$ cat src/csb_pkg.sv
// Purpose: Shared constants and types for the system-control and bus-timing core
// Assumes: 16-bit addresses, 16-bit on-chip memory bus, 8-bit peripheral lane
// Notes:   Opcode values are local encodings of this core
package csb_pkg;

  // Top-level processor states
  typedef enum logic [1:0] {ST_RESET, ST_EXEC, ST_HALT, ST_EXCEPT} csb_state_t;

  // Micro steps of the sequencer
  typedef enum logic [3:0] {
    US_FETCH, US_DECODE, US_CPY_RD, US_CPY_WR, US_PUSH_PC,
    US_PUSH_FLAGS, US_VEC, US_POP_FLAGS, US_POP_PC
  } csb_step_t;

  // Opcodes, high byte of the instruction word
  localparam logic [7:0] OP_NOP      = 8'h00;
  localparam logic [7:0] OP_SLEEP    = 8'h01;
  localparam logic [7:0] OP_STORE_FLAGS    = 8'h02;
  localparam logic [7:0] OP_LOAD_FLAGS_REG = 8'h03;
  localparam logic [7:0] OP_OR_FLAGS       = 8'h04;
  localparam logic [7:0] OP_XOR_FLAGS      = 8'h05;
  localparam logic [7:0] OP_AND_FLAGS      = 8'h06;
  localparam logic [7:0] OP_LOAD_FLAGS_IMM = 8'h07;
  localparam logic [7:0] OP_RETURN         = 8'h56;
  localparam logic [7:0] OP_BLK_COPY = 8'h7B;

  // Execution and halt mode codes
  localparam logic [1:0] RUN_HIGH     = 2'h0;
  localparam logic [1:0] RUN_MEDIUM   = 2'h1;
  localparam logic [1:0] RUN_SUB      = 2'h2;
  localparam logic [2:0] HALT_SLP_HI  = 3'h0;
  localparam logic [2:0] HALT_SLP_MED = 3'h1;
  localparam logic [2:0] HALT_STANDBY = 3'h2;
  localparam logic [2:0] HALT_WATCH   = 3'h3;
  localparam logic [2:0] HALT_SUBSLP  = 3'h4;

  // Address map and bus timing
  localparam logic [15:0] RST_VEC_ADDR = 16'h0000;
  localparam logic [15:0] PERIPH_BASE  = 16'hFF90;
  localparam logic [15:0] SLOW_A_LO    = 16'hFF98;
  localparam logic [15:0] SLOW_A_HI    = 16'hFF9F;
  localparam logic [15:0] SLOW_B_LO    = 16'hFFA8;
  localparam logic [15:0] SLOW_B_HI    = 16'hFFAF;
  localparam logic [1:0]  FAST_STATES  = 2'h2;
  localparam logic [1:0]  SLOW_STATES  = 2'h3;

  // Register indices, reset values and steps
  localparam logic [2:0]  CNT_IDX    = 3'h4;
  localparam logic [2:0]  SRC_IDX    = 3'h5;
  localparam logic [2:0]  DST_IDX    = 3'h6;
  localparam logic [2:0]  SP_IDX     = 3'h7;
  localparam int          FLAG_MASK_BIT = 7;
  localparam logic [7:0]  FLAGS_RST     = 8'h80;
  localparam logic [15:0] PC_STEP    = 16'h0002;
  localparam logic [15:0] STACK_STEP = 16'h0002;
  localparam logic [15:0] PTR_STEP   = 16'h0001;

endpackage

$ cat src/csb_core.sv
// Purpose: Processor sequencer for system-control ops, block copy and bus timing
// Assumes: clk is the active clock (system clock or subclock chosen outside)
// Notes:   Byte data always travels on the low lane of the 16-bit bus
`timescale 1ns/10ps

module csb_core
(
  // Clock and reset
  input  wire logic                clk,
  input  wire logic                sys_rst,
  // Internal bus
  output logic                     bus_valid,
  output logic [15:0]              bus_addr,
  output logic                     bus_we,
  output logic                     bus_word,
  output logic [15:0]              bus_wdata,
  input  wire logic [15:0]         bus_rdata,
  // Interrupt request
  input  wire logic                irq_req,
  input  wire logic [15:0]         irq_vector,
  // Mode selects
  input  wire logic [1:0]          run_mode_sel,
  input  wire logic [2:0]          halt_mode_sel,
  // Status
  output csb_pkg::csb_state_t      cpu_state,
  output logic [1:0]               run_mode,
  output logic [2:0]               halt_mode,
  output logic                     sub_clk_sel
);
  import csb_pkg::*;

  csb_state_t  state_q;
  csb_step_t   step_q;
  logic [15:0] pc_q;
  logic [7:0]  flags_q;
  logic [15:0] gr_q [0:7];
  logic [15:0] ir_q;
  logic [15:0] vec_addr_q;
  logic [7:0]  cpy_byte_q;
  logic [1:0]  run_mode_q;
  logic [2:0]  halt_mode_q;
  logic        sub_clk_q;
  logic        bus_valid_q;
  logic [15:0] bus_addr_q;
  logic        bus_we_q;
  logic        bus_word_q;
  logic [15:0] bus_wdata_q;
  logic [1:0]  acc_cnt_q;
  logic        acc_done_q;
  logic        acc_periph_q;
  logic        acc_slow_q;
  logic [15:0] acc_rdata_q;
  // Decode and selection
  wire [7:0]  op_code   = ir_q[15:8];
  wire [7:0]  op_imm    = ir_q[7:0];
  wire [2:0]  op_reg    = ir_q[2:0];
  wire [15:0] sp_val    = gr_q[SP_IDX];
  wire [7:0]  copy_cnt  = gr_q[CNT_IDX][7:0];
  wire        irq_ok    = irq_req && !flags_q[FLAG_MASK_BIT];
  wire        acc_free  = !bus_valid_q && !acc_done_q;
  wire        is_decode = (state_q == ST_EXEC) && (step_q == US_DECODE);
  wire        bus_step  = (step_q != US_DECODE);
  wire        irq_take  = (state_q == ST_EXEC) && (step_q == US_FETCH) && irq_ok && acc_free;
  wire        acc_start = ((state_q == ST_EXEC) || (state_q == ST_EXCEPT)) && bus_step
                          && acc_free && !irq_take;
  // Address, direction and data of the access each step needs
  wire        step_push  = (step_q == US_PUSH_PC) || (step_q == US_PUSH_FLAGS);
  wire        step_pop   = (step_q == US_POP_FLAGS) || (step_q == US_POP_PC);
  wire        step_cpy   = (step_q == US_CPY_RD) || (step_q == US_CPY_WR);
  wire [15:0] nxt_addr   = (step_q == US_CPY_RD) ? gr_q[SRC_IDX]
                         : (step_q == US_CPY_WR) ? gr_q[DST_IDX]
                         : step_push ? (sp_val - STACK_STEP)
                         : (step_q == US_VEC) ? vec_addr_q
                         : step_pop ? sp_val : pc_q;
  wire        nxt_we     = (step_q == US_CPY_WR) || step_push;
  wire        nxt_word   = !step_cpy;
  wire [15:0] nxt_wdata  = (step_q == US_CPY_WR) ? {8'h00, cpy_byte_q}
                         : (step_q == US_PUSH_PC) ? pc_q : {flags_q, flags_q};
  wire        nxt_periph = (nxt_addr >= PERIPH_BASE);
  wire        nxt_slow   = ((nxt_addr >= SLOW_A_LO) && (nxt_addr <= SLOW_A_HI))
                          || ((nxt_addr >= SLOW_B_LO) && (nxt_addr <= SLOW_B_HI));

  // Bus access engine; each cycle of clk is one state
  // state counted per clock edge
  always_ff @(posedge clk)
  begin
    if (sys_rst)
    begin
      bus_valid_q  <= 1'b0;
      bus_addr_q   <= 16'h0000;
      bus_we_q     <= 1'b0;
      bus_word_q   <= 1'b0;
      bus_wdata_q  <= 16'h0000;
      acc_cnt_q    <= 2'h0;
      acc_done_q   <= 1'b0;
      acc_periph_q <= 1'b0;
      acc_slow_q   <= 1'b0;
      acc_rdata_q  <= 16'h0000;
    end
    else
    begin
      acc_done_q <= 1'b0;
      if (acc_start)
      begin
        bus_valid_q  <= 1'b1;
        bus_addr_q   <= nxt_addr;
        bus_we_q     <= nxt_we;
        bus_word_q   <= nxt_word && !nxt_periph;
        bus_wdata_q  <= nxt_wdata;
        acc_cnt_q    <= nxt_slow ? SLOW_STATES : FAST_STATES;
        acc_periph_q <= nxt_periph;
        acc_slow_q   <= nxt_slow;
      end
      else if (bus_valid_q)
      begin
        acc_cnt_q <= acc_cnt_q - 2'h1;
        if (acc_cnt_q == 2'h1)
        begin
          bus_valid_q <= 1'b0;
          bus_we_q    <= 1'b0;
          acc_done_q  <= 1'b1;
          acc_rdata_q <= bus_rdata;
        end
      end
    end
  end
  // Sequencer
  always_ff @(posedge clk)
  begin
    if (sys_rst)
    begin
      state_q     <= ST_RESET;
      step_q      <= US_VEC;
      pc_q        <= 16'h0000;
      flags_q     <= FLAGS_RST;
      ir_q        <= 16'h0000;
      vec_addr_q  <= RST_VEC_ADDR;
      cpy_byte_q  <= 8'h00;
      run_mode_q  <= RUN_HIGH;
      halt_mode_q <= HALT_SLP_HI;
      sub_clk_q   <= 1'b0;
      gr_q        <= '{default: 16'h0000};
    end
    else
    begin
      unique case (state_q)
        ST_RESET:
        begin
          state_q    <= ST_EXCEPT;
          step_q     <= US_VEC;
          vec_addr_q <= RST_VEC_ADDR;
        end
        ST_HALT:
        begin
          if (irq_ok)
          begin
            state_q    <= ST_EXCEPT;
            step_q     <= US_PUSH_PC;
            vec_addr_q <= irq_vector;
          end
        end
        ST_EXCEPT:
        begin
          if (acc_start && step_push)
          begin
            gr_q[SP_IDX] <= sp_val - STACK_STEP;
          end
          if (acc_done_q)
          begin
            unique case (step_q)
              US_PUSH_PC:    step_q <= US_PUSH_FLAGS;
              US_PUSH_FLAGS: step_q <= US_VEC;
              default:
              begin
                pc_q                   <= acc_rdata_q;
                flags_q[FLAG_MASK_BIT] <= 1'b1;
                state_q          <= ST_EXEC;
                step_q           <= US_FETCH;
              end
            endcase
          end
        end
        ST_EXEC:
        begin
          run_mode_q <= run_mode_sel;
          sub_clk_q  <= (run_mode_sel == RUN_SUB);
          unique case (step_q)
            US_FETCH:
            begin
              if (irq_take)
              begin
                state_q    <= ST_EXCEPT;
                step_q     <= US_PUSH_PC;
                vec_addr_q <= irq_vector;
              end
              else if (acc_done_q)
              begin
                ir_q   <= acc_rdata_q;
                pc_q   <= pc_q + PC_STEP;
                step_q <= US_DECODE;
              end
            end
            US_DECODE:
            begin
              step_q <= US_FETCH;
              case (op_code)
                OP_NOP: step_q <= US_FETCH;
                OP_SLEEP:
                begin
                  state_q     <= ST_HALT;
                  halt_mode_q <= halt_mode_sel;
                end
                OP_LOAD_FLAGS_REG: flags_q <= gr_q[op_reg][7:0];
                OP_LOAD_FLAGS_IMM: flags_q <= op_imm;
                OP_STORE_FLAGS: gr_q[op_reg][7:0] <= flags_q;
                OP_AND_FLAGS: flags_q <= flags_q & op_imm;
                OP_OR_FLAGS: flags_q <= flags_q | op_imm;
                OP_XOR_FLAGS: flags_q <= flags_q ^ op_imm;
                OP_RETURN: step_q <= US_POP_FLAGS;
                OP_BLK_COPY: step_q <= (copy_cnt != 8'h00) ? US_CPY_RD : US_FETCH;
                default: step_q <= US_FETCH;
              endcase
            end
            US_CPY_RD:
            begin
              if (acc_done_q)
              begin
                cpy_byte_q <= acc_rdata_q[7:0];
                step_q     <= US_CPY_WR;
              end
            end
            US_CPY_WR:
            begin
              if (acc_done_q)
              begin
                gr_q[SRC_IDX]       <= gr_q[SRC_IDX] + PTR_STEP;
                gr_q[DST_IDX]       <= gr_q[DST_IDX] + PTR_STEP;
                gr_q[CNT_IDX][7:0]  <= copy_cnt - 8'h01;
                step_q              <= (copy_cnt == 8'h01) ? US_FETCH : US_CPY_RD;
              end
            end
            US_POP_FLAGS:
            begin
              if (acc_done_q)
              begin
                flags_q      <= acc_rdata_q[15:8];
                gr_q[SP_IDX] <= sp_val + STACK_STEP;
                step_q       <= US_POP_PC;
              end
            end
            US_POP_PC:
            begin
              if (acc_done_q)
              begin
                pc_q         <= acc_rdata_q;
                gr_q[SP_IDX] <= sp_val + STACK_STEP;
                step_q       <= US_FETCH;
              end
            end
            default: step_q <= US_FETCH;
          endcase
        end
      endcase
    end
  end
  // Outputs
  assign bus_valid   = bus_valid_q;
  assign bus_addr    = bus_addr_q;
  assign bus_we      = bus_we_q;
  assign bus_word    = bus_word_q;
  assign bus_wdata   = bus_wdata_q;
  assign cpu_state   = state_q;
  assign run_mode    = run_mode_q;
  assign halt_mode   = halt_mode_q;
  assign sub_clk_sel = sub_clk_q;
endmodule

$ cat config.mk
export PLATFORM = sky130hd
export DESIGN_NAME = csb_core
export DESIGN_NICKNAME = d
export VERILOG_FILES = /design/src/csb_pkg.sv /design/src/csb_core.sv
export SDC_FILE = /design/constraint.sdc
export NUM_CORES = 1
export LEC_CHECK = 0
export ABC_CLOCK_PERIOD_IN_PS = 4310
export BUFFER_PORTS_ARGS = -buffer_cell sky130_fd_sc_hd__buf_2
export CAP_MARGIN = 30
export CORE_MARGIN = 5
export CORE_UTILIZATION = 45
export DETAILED_ROUTE_END_ITERATION = 8
export GPL_ROUTABILITY_DRIVEN = 1
export PLACE_DENSITY = 0.62
export SETUP_SLACK_MARGIN = 0.5
export SLEW_MARGIN = 20
export SYNTH_ARGS = -nofsm -noshare
export SYNTH_HDL_FRONTEND = slang
export SYNTH_SLANG_ARGS = --single-unit
$ cat constraint.sdc
create_clock -name clk -period 4.31 [get_ports clk]
set_clock_uncertainty 0.15 [all_clocks]
set_input_delay 0.431 -clock clk [delete_from_list [all_inputs] [get_ports clk]]
set_output_delay 0.431 -clock clk [all_outputs]
set_load 0.005 [all_outputs]
==> results of run 1 <==
[flip-flops by register name, indices dropped and copies added (netlist names), 2 cells and up]
signal	flops
gr_q	64
acc_rdata_q	16
bus_addr	16
bus_wdata	16
ir_q	16
pc_q	16
sp_val	16
vec_addr_q	16
copy_cnt	8
cpy_byte_q	8
flags_q	8
step_q	4
halt_mode	3
acc_cnt_q	2
cpu_state	2
run_mode	2
[kinds of logic (layout without fill, tap and decap cells)]
logic type,count (synthesis),in the layout,synth area share
compound gates,466,466,0.229
xor+xnor,30,30,0.0212
fa+ha+maj,29,29,0.0293
buf+inv,178,236,0.0546
flops,218,218,0.352
mux,51,51,0.0584
simple gates,691,691,0.255
[placed cells by master, fill, tap and decap left out, types with 29 or more instances in the layout]
cell type	instances
dfxtp_1	216
ha_1	29
nand2_1	258
mux2i_1	34
nand3_1	66
inv_1	39
a21oi_1	213
nor3_1	65
nor2_1	186
o21ai_0	69
buf_4	37
a211oi_1	43
buf_2	81
[power breakdown]
part / internal (W) / total (W) / switching [W] / leakage (nW)
clock network: 0.00127 / 0.00221 / 0.000945 / 0.425
registers: 0.00225 / 0.00260 / 0.000353 / 1.76
logic: 0.00119 / 0.00312 / 0.00193 / 2.89
[layer usage]
metal | up-vias | wire [um] | share of wire | GRT usage
met2 | 472 | 20200 | 0.46 | 0.447
li1 | 6038 | - | - | -
met4 | 0 | 1830 | 0.042 | 0.0988
met1 | 5955 | 18900 | 0.43 | 0.369
met3 | 99 | 2760 | 0.063 | 0.0405
met5 | - | 0 | 0 | 0
[worst min-delay path by stage]
stage	startpoint	end	slack (ps)
2_1_floorplan	gr_q[100]$_SDFFE_PP0P_	gr_q[100]$_SDFFE_PP0P_	280
4_1_cts	irq_vector[2]	vec_addr_q[2]$_SDFFE_PP0P_	0.7
6_report	irq_vector[2]	vec_addr_q[2]$_SDFFE_PP0P_	20
3_3_place_gp	bus_addr[2]$_SDFFE_PP0P_	bus_addr[2]$_SDFFE_PP0P_	290
3_5_place_dp	gr_q[99]$_SDFFE_PP0P_	gr_q[99]$_SDFFE_PP0P_	290
5_1_grt	irq_vector[12]	vec_addr_q[12]$_SDFFE_PP0P_	20
[timing repair]
action                                 CTS  global route
hold buffers                            28             0
endpoints found under the hold margin   28             0
gates resized for setup                  0             2
setup endpoints to repair                0             4
[tightest hold or removal path: cells and delay by family]
| family | cells | cell delay [ps] |
|---|---|---|
| buffers and inverters | 1 | 100 |
| and+or+nand+nor | 1 | 70 |
| AOI/OAI and AO/OA | 1 | 60 |
[layout make-up]
class | count | area (um^2)
inverters | 40 | 150
repair buffers | 148 | 990
clock buffers | 33 | 727
flip-flops and latches | 218 | 4370
fillers | 2662 | 12800
well taps | 341 | 427
multi-input cells | 1267 | 7400
clock inverters | 15 | 144
[through the flow]
step	instances	hold WS, ps	util
after floorplan	1663	279	-
after global placement	1985	287	0.482
after detailed placement	1985	293	0.482
after CTS	2061	0.693	0.525
after global routing	2062	15.4	0.526
final	2062	19.7	0.526
[cell usage after synthesis (14+ instances only)]
master and number:
a211oi_1 43, a21oi_1 213, mux2i_1 34, o21ai_0 69, a31oi_1 23, dfxtp_1 218
nand3_1 66, clkbuf_1 125, nand4_1 17, a221oi_1 14, nor2_1 186, and3_1 17
nand2_1 258, xor2_1 20, inv_1 39, nor3_1 65, mux4_2 17, ha_1 29
==> results.ini, run 1 <==
[clocking]
clk_latency_ps=550
clk_pin_slew_worst_paths_ps=70
cts_buffers=26
post_cts_buffers=0
tritoncts=built
cts.path.max_buffers=3
h-tree-depth=1
cts.sinks=218
cts-root-buf=clkbuf_16

[detailed_routing]
totalWireLength_um=43700
vias=12564
drc_errors=0
wl_per_cell_um=21.2
viasPerCell=6.09
ant_nets=0
drt_iter0_drc=1373
firstDrtPassIters=6

[setup_path]
crit_type=reg2reg
crit_arrival_ps=3840
rrSetupSlack_ps=740
path_cells=nor4_1 -> nand3_1 -> or4b_2 -> a31oi_1 -> nand3_1 -> or4_4 -> o311a_1
critPathLaunch=sp_val[3]$_SDFFE_PP0P_
crit_buf_inv=0
r2r_end=bus_word$_SDFFE_PP0P_
crit_end=bus_word$_SDFFE_PP0P_
cp.required_ps=4590
slowest_delay_ps=680
r2r_cells=7
crit_family=simple AND/OR/NAND/NOR gates
cp_slowest_cell=or4b_2
crit_top_cell=nand3_1
path_max_fanout=12
regToRegStartpoint=sp_val[3]$_SDFFE_PP0P_
cp.depth=7
end_kind=flop
critPathLaunchType=flop

[logic_synthesis]
synthArstFlopShare=0
synthesis.nets=1732
yosys.cell_types.count=75
ys.flop_type=dfxtp_1
synth-seq-cells=218
syn_inst=1663
yosysTopAreaCell=dfxtp_1
synth_edf_count=0
yosys-top-cells-area=dfxtp_1 35%, a21oi_1 8.6%, nand2_1 7.8%, nor2_1 5.6%, clkbuf_1 3.8%
syn_avg_cell_area_um2=7.45
syn_area_um2=12400
ys_warn_count=0
synth_top_cell_area_share=0.352
ys_seq_area_frac=0.352

[timing]
clock.fmax_ghz=0.280
slew_headroom=0.412
rsz0062_at_grt=false
setup_slack_ps=741
tightest_slew_ps=875
period_share=0.828
final_max_slew_viol_count=0
setup_violations=0
min_period_ps=3570
hold_violations=0
fin_tns_setup_ps=0

[power]
p_leak_nw=5.08
power.total_w=0.00793
p_per_area_nw_per_um2=559
vdd_drop_max_v=0.000338

[floorplanning]
core.rowCount=60
die_h_um=176
dieWidth_um=176
start_util=0.458
pin_count=83
core_area_um2=27000
dieArea_um2=30900

[min_path]
whs_path_depth=3
hp-class=in2reg

[final_layout]
post-route-cell-area_um2=14200
drive_gt1_frac=0.119
antenna_cells=0
nNetsFinal=1770
area_growth_pct=14.6

[place]
pre_cts_slack_ps=725
portBuffers=82
routabilityCongestion=0.955
place_hpwl_um=30700
placedInstanceArea_um2=13000

[flow_run]
maxCapViolCount=0

[global_route]
grt_max_degree=100
track_usage=0.274
overflow=0
antenna_found_initial=1
grt_pass1_vias=11771
grt_pass1_wl_um=67800

[run_status]
outcome=finished, final reports clean

(Power assumes the default switching activity.)
==> run 2: changes to the inputs <==
--- a/config.mk
+++ b/config.mk
@@ -5,14 +5,15 @@
 export SDC_FILE = /design/constraint.sdc
 export NUM_CORES = 1
 export LEC_CHECK = 0
-export ABC_CLOCK_PERIOD_IN_PS = 4310
+export ABC_AREA = 1
+export ABC_CLOCK_PERIOD_IN_PS = 3200
 export BUFFER_PORTS_ARGS = -buffer_cell sky130_fd_sc_hd__buf_2
 export CAP_MARGIN = 30
 export CORE_MARGIN = 5
 export CORE_UTILIZATION = 45
 export DETAILED_ROUTE_END_ITERATION = 8
 export GPL_ROUTABILITY_DRIVEN = 1
-export PLACE_DENSITY = 0.62
+export PLACE_DENSITY = 0.65
 export SETUP_SLACK_MARGIN = 0.5
 export SLEW_MARGIN = 20
 export SYNTH_ARGS = -nofsm -noshare
==> constraint.sdc (replaced) <==
create_clock -name clk -period 3.2 [get_ports clk]
set_clock_uncertainty 0.15 [all_clocks]
set_input_delay 0.32 -clock clk [delete_from_list [all_inputs] [get_ports clk]]
set_output_delay 0.32 -clock clk [all_outputs]
set_load 0.005 [all_outputs]
==> results.ini, run 2 <==
[floorplanning]
die_h_um=174  ; -0.92%
core_area_um2=26800  ; -0.83%
start_util=0.453  ; -0.00506
core.rowCount=60  ; unchanged
pin_count=83  ; unchanged
dieWidth_um=174  ; -0.92%
dieArea_um2=30400  ; -1.8%

[final_layout]
seq_area_um2=4370  ; +0.11%
area_growth_pct=17.3
multi_input_area_um2=6740  ; -8.8%
antenna_cells=0  ; unchanged
layout_common_cells=255 x nand2_1, 224 x o21ai_0, 212 x dfxtp_1, 207 x a21oi_1, 186 x nor2_1
final_common_cell=nand2_1
largest_register_ffs=64  ; unchanged
drive_gt1_frac=0.135  ; +0.0161
num-fill-cells=2623  ; -1.5%
top_register=gr_q
nNetsFinal=1949  ; +10%

[clocking]
cts_buffers=24  ; -7.7%
clk_latency_ps=540  ; about the same
cts.path.max_buffers=3  ; unchanged
cts.sinks=218  ; unchanged
tritoncts=built
cts-root-buf=clkbuf_16
clk_pin_slew_worst_paths_ps=60  ; about the same
h-tree-depth=1  ; unchanged

[detailed_routing]
firstDrtPassIters=8  ; +2
wl_per_cell_um=19.1  ; -9.9%
ant_nets=0  ; unchanged
wl_met1_um=18700  ; -0.80%
vias=12876  ; +2.5%
totalWireLength_um=42700  ; -2.4%
drt_iter0_drc=1247  ; -9.2%
wl_met2_um=19300  ; -4.6%
highest_layer=met4
drc_errors=0  ; unchanged
viasPerCell=5.76  ; -5.4%
met3_wirelength_um=3260  ; +18%

[setup_path]
critPathLaunchType=flop
cp_slowest_cell=o21ai_1
cp.depth=8  ; +1
path_max_fanout=43  ; +31
crit_arrival_ps=2920  ; -920 ps
end_kind=flop
crit_buf_inv=3  ; +3
r2r_cells=8  ; +1
cp.required_ps=3460  ; -1130 ps
crit_top_cell=inv_1
crit_type=reg2reg
slowest_delay_ps=780  ; +100 ps
crit_family=compound AO/OA/AOI/OAI gates
path_cells=nor2_4 -> nand2_1 -> buf_12 -> inv_1 -> o21ai_1 -> inv_1 -> o21ai_0 -> a21oi_1

[timing]
hold_violations=0  ; unchanged
rsz0062_at_grt=true
period_share=0.831  ; +0.00298
final_max_slew_viol_count=0  ; unchanged
slew_headroom=0.394  ; -0.0186
fin_worst_hold_slack_ps=274  ; +255 ps
tightest_slew_ps=903  ; +28.6 ps
setup_violations=0  ; unchanged
fin_tns_setup_ps=0  ; unchanged
clock.fmax_ghz=0.376  ; +34%
min_period_ps=2660  ; -910 ps

[logic_synthesis]
synth_edf_count=0  ; unchanged
ys.flop_type=dfxtp_1
synth-seq-cells=218  ; unchanged
ys_seq_area_frac=0.359  ; +0.00693
netlist_top_cells_count=257 x nand2_1, 225 x o21ai_0, 218 x dfxtp_1
synthesis.nets=1843  ; +6.4%
yosys.cell_types.count=60  ; -20%
yosys-top-cells-area=dfxtp_1 36%, o21ai_0 9.3%, a21oi_1 8.5%, nand2_1 7.9%, nor2_1 5.8%
syn_inst=1774  ; +6.7%
syn_avg_cell_area_um2=6.85  ; -8.1%
yosysTopAreaCell=dfxtp_1
ys_warn_count=0  ; unchanged
synthArstFlopShare=0  ; unchanged
synth_most_common_cell=nand2_1
synth_top_cell_area_share=0.359  ; +0.00693
syn_area_um2=12100  ; -1.9%

[global_route]
track_usage=0.269  ; -0.00517
grt_pass1_wl_um=66600  ; -1.9%
overflow=0  ; unchanged
antenna_found_initial=0  ; -1
grt_max_degree=134  ; +34%
grt_pass1_vias=11914  ; +1.2%

[power]
vdd_drop_max_v=0.000486  ; +44%
p_per_area_nw_per_um2=784  ; +40%
p_leak_nw=5.63  ; +11%

[flow_run]
maxCapViolCount=0  ; unchanged

[run_status]
outcome=finished, final reports clean

[place]
routabilityCongestion=0.936  ; -2.0%
place_hpwl_um=30300  ; -1.2%
portBuffers=82  ; unchanged

[min_path]
whs_path_depth=4  ; +1
hp-class=in2reg

==> run 2: power by group <==
| part | internal [W] | total [W] | switching, W |
|---|---|---|---|
| clock network | 0.00156 | 0.00271 | 0.00114 |
| registers | 0.00315 | 0.00356 | 0.000406 |
| logic | 0.00165 | 0.00492 | 0.00327 |
==> run 2: per-layer routing <==
metal,vias to the layer above,GRT usage
met1,5996,0.370
met5,-,0
met3,91,0.0422
li1,6276,-
met4,0,0.0779
met2,513,0.437
==> run 2: through the flow <==
stage               instances  instance area [um^2]  setup slack [ps]  utilization  total power, W
finish                   2235                 14300               540        0.532          0.0112
CTS                      2227                 14100               504        0.525          0.0109
global route             2235                 14300               373        0.532          0.0119
global placement         2146                 12900               513        0.481         0.00808
detailed placement       2146                 12900               442        0.481         0.00810
floorplan                1774                 12100               979            -         0.00658
==> run 2: final timing paths <==
kind | endpoint | slack (ps) | from
worst min register to register | cpy_byte_q[2]$_SDFFE_PP0P_ | 300 | cpy_byte_q[2]$_SDFFE_PP0P_
worst max-delay path | copy_cnt[0]$_SDFFE_PP0P_ | 540 | step_q[2]$_SDFFE_PP1P_
worst min-delay path | gr_q[47]$_SDFFE_PP0P_ | 270 | sys_rst
worst max register to register | copy_cnt[0]$_SDFFE_PP0P_ | 540 | step_q[2]$_SDFFE_PP1P_
==> run 2: logic make-up (layout without fill, tap and decap cells) <==
group | after synthesis | count (layout) | share of synthesized area
adder cells (fa/ha/maj) | 29 | 29 | 0.0299
AND/OR/NAND/NOR | 634 | 634 | 0.235
flip-flops | 218 | 218 | 0.359
XOR/XNOR | 11 | 11 | 0.00793
buffers and inverters | 286 | 406 | 0.0939
AO/OA/AOI/OAI | 596 | 596 | 0.274
==> run 2: worst min-delay path: cells and delay by family <==
family / cells / cell delay (ps)
simple gates: 1 / 90
buf+inv: 2 / 380
compound gates: 1 / 120
==> run 2: final cells by class <==
type | count | area share
Clock buffer | 31 | 0.0475
Clock inverter | 9 | 0.00571
Inverter | 195 | 0.0523
Multi-Input combinational cell | 1270 | 0.473
Sequential cell | 218 | 0.307
Tap cell | 341 | 0.0299
Timing Repair Buffer | 171 | 0.0847
==> run 2: what timing repair did <==
| action | 4_1_cts | 5_1_grt |
|---|---|---|
| buffers inserted | 4 | 8 |
| endpoints found under the hold margin | 38 | 0 |
| setup endpoints to repair | 10 | 95 |
| gates resized for setup | 1 | 36 |
| pin swaps | 1 | 4 |
| hold buffers | 37 | 0 |
